===== config.mk =====
export PLATFORM = sky130hd
export DESIGN_NAME = odbc_device_flat
export DESIGN_NICKNAME = d
export VERILOG_FILES = /design/src/core/odbc_pkg.sv /design/src/core/odbc_if.sv /design/src/core/odbc_device.sv /design/src/core/odbc_divider.sv /design/src/flat_wrapper.sv
export SDC_FILE = /design/constraint.sdc
export NUM_CORES = 1
export LEC_CHECK = 0
export BUFFER_PORTS_ARGS = -buffer_cell sky130_fd_sc_hd__buf_4
export CORE_MARGIN = 3
export CORE_UTILIZATION = 37
export CTS_CLUSTER_DIAMETER = 60
export DETAILED_ROUTE_END_ITERATION = 16
export PLACE_DENSITY = 0.64
export SYNTH_ARGS = -nofsm -noshare
export SYNTH_HDL_FRONTEND = slang
export SYNTH_SLANG_ARGS = --single-unit

===== constraint.sdc =====
create_clock -name hclk -period 3.8 [get_ports hclk]
set_clock_uncertainty 0.2 [all_clocks]
set_input_delay 0.76 -clock hclk [delete_from_list [all_inputs] [get_ports hclk]]
set_output_delay 0.76 -clock hclk [all_outputs]
set_load 0.01 [all_outputs]

===== src/core/odbc_pkg.sv =====
// package for the decimation / pointer-wrap / burst control block
// assumes one 100 MHz clock shared by both ends
package odbc_pkg;
  localparam logic [7:0] ODBC_REG_OFFSET   = 8'h30;  // burst_decimation_control
  localparam logic [7:0] ODBC_REG_RESET    = 8'h00;
  localparam int         ODBC_CODE_LSB     = 0;
  localparam int         ODBC_WRAP_N_BIT   = 4;
  localparam int         ODBC_WRAP_SEL_BIT = 5;
  localparam int         ODBC_RESV_BIT     = 6;
  localparam int         ODBC_BURST_BIT    = 7;
  localparam logic [7:0] ODBC_ADDR_X_LOW   = 8'h0d;  // x_axis_low_byte
  localparam logic [7:0] ODBC_ADDR_Z_HIGH  = 8'h12;
  localparam logic [7:0] ODBC_ADDR_INT_FLG = 8'h14;  // accel_int_flags
  localparam logic [7:0] ODBC_READ_COUNT   = 8'h4b;
  localparam int         ODBC_SAMPLE_BYTES = 6;
  localparam int         ODBC_MAX_BURST    = 32;
  // host-side command registers (AHB-Lite word addresses)
  localparam logic [7:0] ODBC_H_CTRL   = 8'h00;  // [7:0] value, bit8 write, bit9 start read
  localparam logic [7:0] ODBC_H_STATUS = 8'h04;  // bit0 sample pop, [15:8] pointer
  localparam logic [7:0] ODBC_H_COUNT  = 8'h08;  // samples to drain per burst

  typedef enum logic [1:0] {ODBC_OP_NONE, ODBC_OP_WRITE, ODBC_OP_READ} odbc_op_e;

  // divide ratio per rate_divide_code; 1 means output_rate equals internal_rate
  function automatic logic [9:0] odbc_ratio(input logic [3:0] code);
    case (code)
      4'h1: odbc_ratio = 10'd2;    4'h2: odbc_ratio = 10'd4;
      4'h3: odbc_ratio = 10'd5;    4'h4: odbc_ratio = 10'd8;
      4'h5: odbc_ratio = 10'd10;   4'h6: odbc_ratio = 10'd16;
      4'h7: odbc_ratio = 10'd20;   4'h8: odbc_ratio = 10'd40;
      4'h9: odbc_ratio = 10'd67;   4'ha: odbc_ratio = 10'd80;
      4'hb: odbc_ratio = 10'd100;  4'hc: odbc_ratio = 10'd200;
      4'hd: odbc_ratio = 10'd250;  4'he: odbc_ratio = 10'd500;
      4'hf: odbc_ratio = 10'd1000;
      default: odbc_ratio = 10'd1;
    endcase
  endfunction : odbc_ratio
endpackage : odbc_pkg


===== src/core/odbc_if.sv =====
// link between sensor control logic and host controller
// assumes both ends on the same hclk
`timescale 1ns/1ps
interface odbc_if;
  logic       wr_valid;   // host writes the control register
  logic [7:0] wr_data;
  logic [7:0] ctrl_q;     // control register readback
  logic       rd_start;   // pulse: begin a read at rd_addr
  logic [7:0] rd_addr;
  logic       rd_next;    // pulse: host took one byte
  logic [7:0] ptr;        // current register address pointer
  logic       sample_pop; // pulse: one six-byte sample leaves the fifo
  logic [5:0] burst_cnt;  // samples to drain (read-count value)
  modport dev  (input wr_valid, wr_data, rd_start, rd_addr, rd_next, burst_cnt,
                output ctrl_q, ptr, sample_pop);
  modport host (output wr_valid, wr_data, rd_start, rd_addr, rd_next, burst_cnt,
                input ctrl_q, ptr, sample_pop);
endinterface : odbc_if


===== src/core/odbc_device.sv =====
// sensor end: control register, decimation, address pointer, burst drain
// assumes serial engines deliver byte strobes on the link; idr_tick from timebase
// Notes on behaviour
// - fifo, motion, outputs, interrupts use output rate
// - decimation off at reset, any internal rate
// - code zero: output rate equals internal rate
// - codes 1-7 divide by 2..20
// - codes 8-15 divide by 40..1000
// - wrap bit clear: pointer wraps at end
// - wrap bit set: pointer increments linearly
// - end select clear: 0x12 wraps to 0x0d
// - end select set: 0x14 wraps to 0x0d
// - host writes reserved bit six as zero
// - no burst: one read gives one sample
// - burst: one read drains up to 32
// - host sets read count before burst
// - host sets burst for multi-sample reads
// - host may skip burst for single sample
//
// Implementation choice: the AHB-Lite interface to the registers.
`timescale 1ns/1ps
module odbc_device
  import odbc_pkg::*;
#(
  parameter int MAX_BURST = ODBC_MAX_BURST  // most samples that one burst read drains
)
(
  input  wire logic hclk,
  input  wire logic hresetn,
  odbc_if.dev       lnk,
  input  wire logic idr_tick,     // internal-rate enable from timebase
  output logic      odr_tick,     // update enable for fifo/motion/outputs/irq
  output logic      decim_active,
  output logic      burst_mode,
  output logic      read_active
);

  /////////////////////////////////////////////////////////////////////////////
  // elaboration checks

  // the sample counter is six bits, and a burst of one sample is single mode
  if (MAX_BURST < 2 || MAX_BURST > 64) begin : g_bad_max_burst
    $error("odbc_device: MAX_BURST must lie in 2..64");
  end

  // the byte counter is three bits
  if (ODBC_SAMPLE_BYTES < 2 || ODBC_SAMPLE_BYTES > 8) begin : g_bad_sample_bytes
    $error("odbc_device: sample length must lie in 2..8 bytes");
  end

  // the wrap window must run upwards from the x axis low byte
  if (ODBC_ADDR_Z_HIGH <= ODBC_ADDR_X_LOW ||
      ODBC_ADDR_INT_FLG <= ODBC_ADDR_Z_HIGH) begin : g_bad_window
    $error("odbc_device: wrap end addresses must lie above the start address");
  end

  /////////////////////////////////////////////////////////////////////////////
  // state

  localparam logic [2:0] LAST_BYTE = 3'(ODBC_SAMPLE_BYTES - 1);
  // seven bits, so that a cap of 64 is not cut to zero
  localparam logic [6:0] BURST_CAP = 7'(MAX_BURST);

  typedef struct packed {
    logic [7:0] ctrl;      // burst_decimation_control
    logic [7:0] ptr;       // register address pointer
    logic       active;    // a read cycle is in progress
    logic [2:0] byte_cnt;  // byte position inside the current sample
    logic [5:0] samples;   // samples finished in this read
    logic       pop;       // one-cycle sample pop
  } odbc_dev_s;

  localparam odbc_dev_s DEV_RESET = '{
    ctrl:     ODBC_REG_RESET,
    ptr:      8'h00,
    active:   1'b0,
    byte_cnt: 3'd0,
    samples:  6'd0,
    pop:      1'b0
  };

  odbc_dev_s r;
  odbc_dev_s next_r;

  /////////////////////////////////////////////////////////////////////////////
  // helpers

  // reserved bit kept low whatever the host sends
  function automatic logic [7:0] clean_ctrl(
    input logic [7:0] value
  );
    clean_ctrl = value & ~(8'h01 << ODBC_RESV_BIT);
  endfunction : clean_ctrl

  // code zero leaves the output rate equal to the internal rate
  function automatic logic is_decimating(
    input logic [3:0] code
  );
    is_decimating = (code != 4'h0);
  endfunction : is_decimating

  // last address before the pointer folds back to the x axis low byte
  function automatic logic [7:0] wrap_end(
    input logic [7:0] ctrl
  );
    if (ctrl[ODBC_WRAP_SEL_BIT]) begin
      wrap_end = ODBC_ADDR_INT_FLG;
    end else begin
      wrap_end = ODBC_ADDR_Z_HIGH;
    end
  endfunction : wrap_end

  // pointer after one byte has left the device
  function automatic logic [7:0] step_ptr(
    input logic [7:0] ptr,
    input logic [7:0] ctrl
  );
    if (ctrl[ODBC_WRAP_N_BIT]) begin
      step_ptr = ptr + 8'h01;
    end else if (ptr == wrap_end(ctrl)) begin
      step_ptr = ODBC_ADDR_X_LOW;
    end else begin
      step_ptr = ptr + 8'h01;
    end
  endfunction : step_ptr

  // true when the sample just finished closes the read cycle;
  // a read count of zero or one still drains one sample, never none
  function automatic logic read_done(
    input logic       burst,
    input logic [5:0] done_before,
    input logic [5:0] wanted
  );
    logic [6:0] finished;
    finished = {1'b0, done_before} + 7'd1;
    if (!burst) begin
      read_done = 1'b1;
    end else begin
      read_done = (finished >= {1'b0, wanted}) || (finished >= BURST_CAP);
    end
  endfunction : read_done

  /////////////////////////////////////////////////////////////////////////////
  // output-rate divider

  // only the update enable slows down; converter and filter keep the internal rate
  odbc_divider u_div (
    .hclk     (hclk),
    .hresetn  (hresetn),
    .code     (r.ctrl[3:0]),
    .idr_tick (idr_tick),
    .odr_tick (odr_tick)
  );

  /////////////////////////////////////////////////////////////////////////////
  // next state

  always_comb begin
    next_r     = r;
    next_r.pop = 1'b0;

    // control register write from the host
    if (lnk.wr_valid) begin
      next_r.ctrl = clean_ctrl(lnk.wr_data);
    end

    // read cycle: load the pointer, then step it once per byte taken
    if (lnk.rd_start) begin
      next_r.active   = 1'b1;
      next_r.ptr      = lnk.rd_addr;
      next_r.byte_cnt = 3'd0;
      next_r.samples  = 6'd0;
    end else if (r.active && lnk.rd_next) begin
      next_r.ptr = step_ptr(r.ptr, r.ctrl);
      if (r.byte_cnt == LAST_BYTE) begin
        // sample complete: hand it on and decide whether the read goes on
        next_r.byte_cnt = 3'd0;
        next_r.pop      = 1'b1;
        next_r.samples  = r.samples + 6'd1;
        if (read_done(r.ctrl[ODBC_BURST_BIT], r.samples, lnk.burst_cnt)) begin
          next_r.active = 1'b0;
        end
      end else begin
        next_r.byte_cnt = r.byte_cnt + 3'd1;
      end
    end
  end

  /////////////////////////////////////////////////////////////////////////////
  // registers

  // reset clears everything at once, decimation included
  always_ff @(posedge hclk or negedge hresetn) begin
    if (!hresetn) begin
      r <= DEV_RESET;
    end else begin
      r <= next_r;
    end
  end

  /////////////////////////////////////////////////////////////////////////////
  // outputs

  assign lnk.ctrl_q     = r.ctrl;
  assign lnk.ptr        = r.ptr;
  assign lnk.sample_pop = r.pop;
  assign decim_active   = is_decimating(r.ctrl[3:0]);
  assign burst_mode     = r.ctrl[ODBC_BURST_BIT];
  assign read_active    = r.active;

endmodule : odbc_device


===== src/core/odbc_divider.sv =====
// output-rate divider: one odr pulse per ratio internal-rate pulses
// assumes idr_tick is a one-cycle enable from the timebase
`timescale 1ns/1ps
module odbc_divider
  import odbc_pkg::*;
(
  input  wire logic       hclk,
  input  wire logic       hresetn,
  input  wire logic [3:0] code,
  input  wire logic       idr_tick,
  output logic            odr_tick
);
  typedef struct packed {
    logic [9:0] cnt;
    logic [3:0] code_q;
    logic       tick;
  } odbc_div_s;
  odbc_div_s r, next_r;

  always_comb begin
    next_r      = r;
    next_r.tick = 1'b0;
    next_r.code_q = code;
    if (code != r.code_q) begin
      next_r.cnt = 10'd0;
    end else if (idr_tick) begin
      if (r.cnt + 10'd1 >= odbc_ratio(code)) begin
        next_r.cnt  = 10'd0;
        next_r.tick = 1'b1;
      end else begin
        next_r.cnt = r.cnt + 10'd1;
      end
    end
  end

  always_ff @(posedge hclk or negedge hresetn) begin
    if (!hresetn) begin
      r <= '0;
    end else begin
      r <= next_r;
    end
  end
  assign odr_tick = r.tick;
endmodule : odbc_divider


===== src/flat_wrapper.sv =====
// flat-port wrapper written by rule: the top's interface ports become plain ports
module odbc_device_flat import odbc_pkg::*;
#(
  parameter int MAX_BURST = ODBC_MAX_BURST                                            
)
  (hclk, hresetn, idr_tick, odr_tick, decim_active, burst_mode, read_active, lnk_wr_valid, lnk_wr_data, lnk_rd_start, lnk_rd_addr, lnk_rd_next, lnk_burst_cnt, lnk_ctrl_q, lnk_ptr, lnk_sample_pop);
  odbc_if lnk_i ();
  input  wire logic hclk;
  input  wire logic hresetn;
  input  wire logic idr_tick;
  output logic odr_tick;
  output logic decim_active;
  output logic burst_mode;
  output logic read_active;
  input wire logic [$bits(lnk_i.wr_valid)-1:0] lnk_wr_valid;
  input wire logic [$bits(lnk_i.wr_data)-1:0] lnk_wr_data;
  input wire logic [$bits(lnk_i.rd_start)-1:0] lnk_rd_start;
  input wire logic [$bits(lnk_i.rd_addr)-1:0] lnk_rd_addr;
  input wire logic [$bits(lnk_i.rd_next)-1:0] lnk_rd_next;
  input wire logic [$bits(lnk_i.burst_cnt)-1:0] lnk_burst_cnt;
  output wire logic [$bits(lnk_i.ctrl_q)-1:0] lnk_ctrl_q;
  output wire logic [$bits(lnk_i.ptr)-1:0] lnk_ptr;
  output wire logic [$bits(lnk_i.sample_pop)-1:0] lnk_sample_pop;
  assign lnk_i.wr_valid = lnk_wr_valid;
  assign lnk_i.wr_data = lnk_wr_data;
  assign lnk_i.rd_start = lnk_rd_start;
  assign lnk_i.rd_addr = lnk_rd_addr;
  assign lnk_i.rd_next = lnk_rd_next;
  assign lnk_i.burst_cnt = lnk_burst_cnt;
  assign lnk_ctrl_q = lnk_i.ctrl_q;
  assign lnk_ptr = lnk_i.ptr;
  assign lnk_sample_pop = lnk_i.sample_pop;
  odbc_device #(.MAX_BURST(MAX_BURST)) u_core (.hclk(hclk), .hresetn(hresetn), .lnk(lnk_i), .idr_tick(idr_tick), .odr_tick(odr_tick), .decim_active(decim_active), .burst_mode(burst_mode), .read_active(read_active));
endmodule

# Word level (Yosys, flattened, before mapping)
# Memory sizes are Yosys's and may differ from the RTL's.
# Cells that the tools add are included.
[op_classes] multipliers=0 n_bitwise=0 n_eq_ne=3 n_mux=25 reduce_logical=9 order_cmp=3 n_div=0 n_shift=0 add_sub_neg=5
[ops] operator="10-bit two-way mux" n=5
[ops] operator="8-bit two-way mux" n=5
[ops] operator="19-bit two-way mux" n=1
[ops] operator="18-bit two-way mux" n=1
[ops] operator="10-bit by 1-bit adder with 10-bit output (second input constant)" n=1
[ops] operator="10-bit greater-or-equal comparator" n=1
[ops] operator="1-bit two-way mux" n=10
[ops] operator="8-bit by 1-bit adder with 8-bit output (second input constant)" n=1
[ops] operator="8-bit equality test" n=1
[ops] operator="2-bit nonzero test" n=4
[ops] operator="6-bit by 1-bit adder with 7-bit output (second input constant)" n=1
[ops] operator="7-bit by 6-bit greater-or-equal comparator with 1-bit output" n=1
[ops] operator="7-bit by 6-bit greater-or-equal comparator with 1-bit output (second input constant)" n=1
[ops] operator="7-bit two-way mux" n=1
[ops] operator="6-bit by 1-bit adder with 6-bit output (second input constant)" n=1
[ops] operator="3-bit two-way mux" n=2
[ops] operator="4-bit inequality test" n=1
[ops] operator="4-bit nonzero test" n=1
[ops] operator="3-bit by 1-bit adder with 3-bit output (second input constant)" n=1
[ops] operator="3-bit equality test (second input constant)" n=1
[ops] operator="3-bit AND reduction" n=1
[ops] operator="2-bit AND reduction" n=1
[ops] operator="1-bit logical AND" n=1
[ops] operator="1-bit logical OR" n=1
[word_totals] in_bits=28 n_memories=1 latchBits=0 ram_bits=0 wordCells=55 romBits=160 register_bits=41
[memory_table] name="(name not given)" depth=16 word_bits=10 rd=1 rd_clocked_by_memory_dff=0 write_ports=0 line="odbc_pkg.sv:26" rtl="case (code)"

# Longest topological paths before layout
[logic_depth] word_depth=11 depth_mapped=12 ltp_nobuf=12

# Hierarchy
# A second synthesis with hierarchy kept.
[unflattened] hier_cells=278 hier_area_um2=2681.3
[by_module_without_submodules] module="odbc_device" n_inst=1 cells_each=164 area_each_um2=1559.0 seq_area_each_um2=650.6
[by_module_without_submodules] module="odbc_divider" n_inst=1 cells_each=114 area_each_um2=1122.3 seq_area_each_um2=375.4

# Worst setup path before layout
# Ideal clock, no wire load.
[synth_path] kind="register to register" startpoint="reg u_core.r, in the netlist u_core.lnk.ctrl_q[1]" endpoint="reg u_core.u_div.r[12] in the netlist's numbering" required_ns=3.534 setup_time_ns=0.066 path_stages_with_launch=13 period_less_slack_ns=2.733 arrival_time_ns=2.467 n_path_buf=0 setup_slack_ns=1.067 cell_sequence="dfrtp_1 > inv_1 > ha_1 > nor2_1 > a21oi_1 > nor2_1 > ha_1 > nand2b_1 > a211oi_1 > o21ai_0 > a21oi_1 > nor2b_1 > a22o_1"
[synth_via] elab_chain_len=7 word_cells_on_any_way=9 classes_between="1 x order compare; 1 x eq/ne; 5 x mux; 1 x reduce/logical; 1 x memory"
[synth_lines] element="start: declaration" line="odbc_device.sv:82" rtl="odbc_dev_s r;"
[synth_lines] element="start signal: assignment" line="odbc_device.sv:197" rtl="r <= next_r;"
[synth_lines] element="memory 16 x 10 bit"
[synth_lines] element="10-bit two-way mux" line="odbc_divider.sv:26" rtl="end else if (idr_tick) begin"
[synth_lines] element="10-bit two-way mux" line="odbc_divider.sv:24" rtl="if (code != r.code_q) begin"
[synth_lines] element="10-bit greater-or-equal comparator" line="odbc_divider.sv:27" rtl="if (r.cnt + 10'd1 >= odbc_ratio(code)) begin"
[synth_lines] element="10-bit two-way mux" line="odbc_divider.sv:27"
[synth_lines] element="10-bit two-way mux" line="odbc_divider.sv:26"
[synth_lines] element="10-bit two-way mux" line="odbc_divider.sv:24"
[synth_lines] element="end signal: assignment" line="odbc_divider.sv:40" rtl="r <= next_r;"
[synth_lines] element="end: declaration" line="odbc_divider.sv:18" rtl="odbc_div_s r, next_r;"
# Parallel ways exist; a longest one is shown, timed or not. The select of a mux whose other input is x is not followed.
# A chain may end at the register's enable or synchronous reset.

# Worst setup path in the final report
[layout_path] startpoint="reg u_core.r, in the netlist u_core.lnk.ctrl_q[1]" endpoint="reg u_core.u_div.r[9] in the netlist's numbering"
# Same word-level chain as after synthesis.

==> results.ini <==
[sta]
maxClockFrequency_mhz=316
finalSetupTns_ns=0
layout_worst_path_cycle_share=0.834
setup_viol=0
period_minus_slack_ns=3.17
worst_pin_slew_ns=0.702
maxSlewViolCount=0
grt_setup_unrepaired=no
final_hold_viol_count=0
max-slew-margin-rel=0.531

[synth]
ys_ff_latch=41
synthSimpleGateAreaFrac=0.174
post_synth_top_flop=sky130_fd_sc_hd__dfrtp_1
synth_top_family_by_area=simple AND/OR/NAND/NOR gates
synth.lib_cells_used.distinct=47
synth_area_sq_um=2680
share_of_synthesized_cell_area_in_full_adder_half_adder_and_majority_cells=0.112
synthCells=289
synth-async-reset-ratio=1.00
synth_enable_flop_cells=0
ys.warnings.count=0
synth_xor_xnor_area_share=0.0587
syn_nets=341
synth.area.mux_share=0.0401
synth_compound_area_frac=0.152
mean_instance_size_in_the_synthesized_netlist_sq_um=9.29
synth_seq_area_share=0.382

[clocking]
cts-buffers-inserted=5
clock_sink_count=41
clock_latency_ns=0.29
cts_tree=built
root_buffer=sky130_fd_sc_hd__clkbuf_8
cts.repair.resized=0
hold_fix_buffers_cts=0
clock_tree.htree_level_count=2
cts.clk_slew.worst_paths_ns=0.07
cts_max_path_buffers=2
cts_setup_buffers=0

[pwr]
power.share.sequential=0.525
power_frac_clock=0.288
p_leak_nw=1.47
power_report.internal_total_uw=681
swShare=0.283
vdd_drop_max_mv=0.167
power.net_switching_uw=269
power_density_nw_per_um2=311
power.combinational.fraction=0.187

[global_route]
first_pass_grt_wire_length_mm=8.96
largest_net_degree_at_the_start_of_global_routing=42
globalRouteOverflowTotal=0
grt.total_usage=0.129
vias_in_the_first_global_route=1958
antenna_found_initial=0

[worst_setup_path]
cp.required_ns=3.83
setup.worst_path.start_class=register
worst_path_max_delay_cell=sky130_fd_sc_hd__dfrtp_1
reg2reg_depth=12
worstSetupStartpoint=u_core.lnk.ctrl_q[1]
cp.buffers_inverters=1
critPathCaptureType=register
critical_path_arrival_ns=3.20
crit-reg2reg-capture=u_core.u_div.r[9]
max_stage_delay_ns=0.52
endpoint=u_core.u_div.r[9]
cp_num_cells=12
r2r-start=u_core.lnk.ctrl_q[1]
path_max_fanout=9
family_with_the_most_delay_on_the_worst_path=compound AO/OA/AOI/OAI gates
crit_type=reg -> reg
regToRegSetupSlack_ns=0.63
cp_cell_sequence=inv_1 > ha_1 > nor2_1 > a21oi_1 > nor2_1 > ha_1 > nand2b_1 > a211oi_1 > o21ai_0 > a21oi_1 > nor2b_1 > a22o_1

[final_layout]
n_antenna_cell=0
instances_no_fill=413
area_growth_pct=14.0
fin_area_sq_um=3060
drive_gt1_frac=0.199
layout_common_cells=46 x sky130_fd_sc_hd__buf_4, 41 x sky130_fd_sc_hd__dfrtp_1, 29 x sky130_fd_sc_hd__nand2_1, 24 x sky130_fd_sc_hd__ha_1, 22 x sky130_fd_sc_hd__o21ai_0
net_count_final=368
layout.cells.most_common=sky130_fd_sc_hd__buf_4
fillCellCount=704

[place]
dpl-instance-area_sq_um=2980
dp_cells=405
place_congestion=0.765
port_buffers=46
place_hpwl_mm=3.78

[die]
fp.dieH_microns=91.2
ios=49
die-area_sq_um=8310
chipWidth_microns=91.2
row_count=30
design.core.area_sq_um=6910
floorplan.initialDensity=0.389

[run_status]
status=complete, no violations

[worst_hold_path]
hold_class=in -> async

[detailed_routing]
totalWireLength_mm=5.18
drt-vias-per-instance=4.88
drt_drc_violations_left=0
post_drt_wl_per_cell_microns=12.5
dr_total_vias=2016
route.antenna.remaining_nets=0
drt_first_pass_iters=5
drt_iter0_markers=71

[flow_run]
max_cap_violations=0

==> per-stage QoR <==
stage	total power, mW	utilization	hold WS, ns	setup slack (ns)
5_1_grt	1.01	0.443	0.287	0.325
2_1_floorplan	0.629	-	0.196	1.07
3_5_place_dp	0.687	0.431	0.311	0.638
3_3_place_gp	0.684	0.431	0.307	0.661
4_1_cts	0.970	0.443	0.269	0.596
6_report	0.950	0.443	0.248	0.631
==> synth_stat cells, types with 2 or more instances <==
cell,number,share of area
sky130_fd_sc_hd__dfrtp_1,41,0.38
sky130_fd_sc_hd__nand2_1,29,0.041
sky130_fd_sc_hd__ha_1,24,0.11
sky130_fd_sc_hd__o21ai_0,22,0.041
sky130_fd_sc_hd__nor2_1,19,0.027
sky130_fd_sc_hd__a21oi_1,17,0.032
sky130_fd_sc_hd__buf_4,17,0.048
sky130_fd_sc_hd__inv_1,11,0.015
sky130_fd_sc_hd__nand3_1,10,0.019
sky130_fd_sc_hd__xnor2_1,10,0.033
sky130_fd_sc_hd__xor2_1,8,0.026
sky130_fd_sc_hd__clkbuf_1,7,0.0098
sky130_fd_sc_hd__a22o_1,6,0.020
sky130_fd_sc_hd__mux2_2,6,0.025
sky130_fd_sc_hd__nand2b_1,6,0.014
sky130_fd_sc_hd__a21o_1,5,0.014
sky130_fd_sc_hd__mux2i_1,4,0.015
sky130_fd_sc_hd__nor3b_1,4,0.011
sky130_fd_sc_hd__a211oi_1,3,0.0084
sky130_fd_sc_hd__a31oi_1,3,0.0070
sky130_fd_sc_hd__and3_1,3,0.0070
sky130_fd_sc_hd__nand4_1,3,0.0070
sky130_fd_sc_hd__nor3_1,3,0.0056
sky130_fd_sc_hd__or3_1,3,0.0070
sky130_fd_sc_hd__nor2b_1,2,0.0047
sky130_fd_sc_hd__o22ai_1,2,0.0047
==> layout make-up <==
type / count / area [sq um] / share of cell area
multi-input cells: 211 / 1450 / 0.473
flip-flops and latches: 41 / 1030 / 0.335
repair buffers: 46 / 345 / 0.113
well taps: 96 / 120 / 0.0393
clock buffers: 8 / 80.1 / 0.0262
inverters: 11 / 41.3 / 0.0135
==> worst min-delay path by stage <==
stage / startpoint / depth (start not counted) / slack [ns] / to
after floorplan: u_core.lnk.ctrl_q[3] / 0 / 0.20 / u_core.u_div.r[4]
after global placement: u_core.u_div.r[14] / 1 / 0.31 / u_core.u_div.r[14]
after detailed placement: u_core.u_div.r[14] / 1 / 0.31 / u_core.u_div.r[14]
after CTS: hresetn / 1 / 0.27 / u_core.u_div.r[3]
after global routing: hresetn / 1 / 0.29 / u_core.u_div.r[4]
final: hresetn / 1 / 0.25 / u_core.u_div.r[8]
==> sequential cells by signal (all words and copies together), names as in the netlist <==
register / cells
u_core.lnk.ctrl_q: 7
u_core.lnk.ptr: 8
u_core.read_active: 1
u_core.lnk.sample_pop: 1
u_core.r: 9
u_core.u_div.r: 14
u_core.u_div.odr_tick: 1
==> power groups by stage <==
stage	logic, mW	clock network, mW	registers, mW
2_1_floorplan	0.139	0	0.491
3_3_place_gp	0.178	0	0.506
3_5_place_dp	0.180	0	0.507
4_1_cts	0.181	0.290	0.499
5_1_grt	0.204	0.305	0.505
6_report	0.178	0.273	0.499
==> per-layer routing <==
metal	wire (microns)	global-route usage	vias up
met3	240	0.0307	8
met2	2370	0.207	46
met1	2490	0.173	918
li1	-	-	1044
met4	74	0.0389	0
met5	0	0	-
==> kinds of logic (layout without fill, tap and decap cells) <==
group / count (synthesis) / after routing
flops: 41 / 41
buf+inv: 37 / 65
fa+ha+maj: 24 / 24
other cells: 1 / 1
xor+xnor: 18 / 18
mux: 10 / 10
compound gates: 66 / 66
simple gates: 92 / 92
Note: power is estimated with default switching activity, not from simulation.
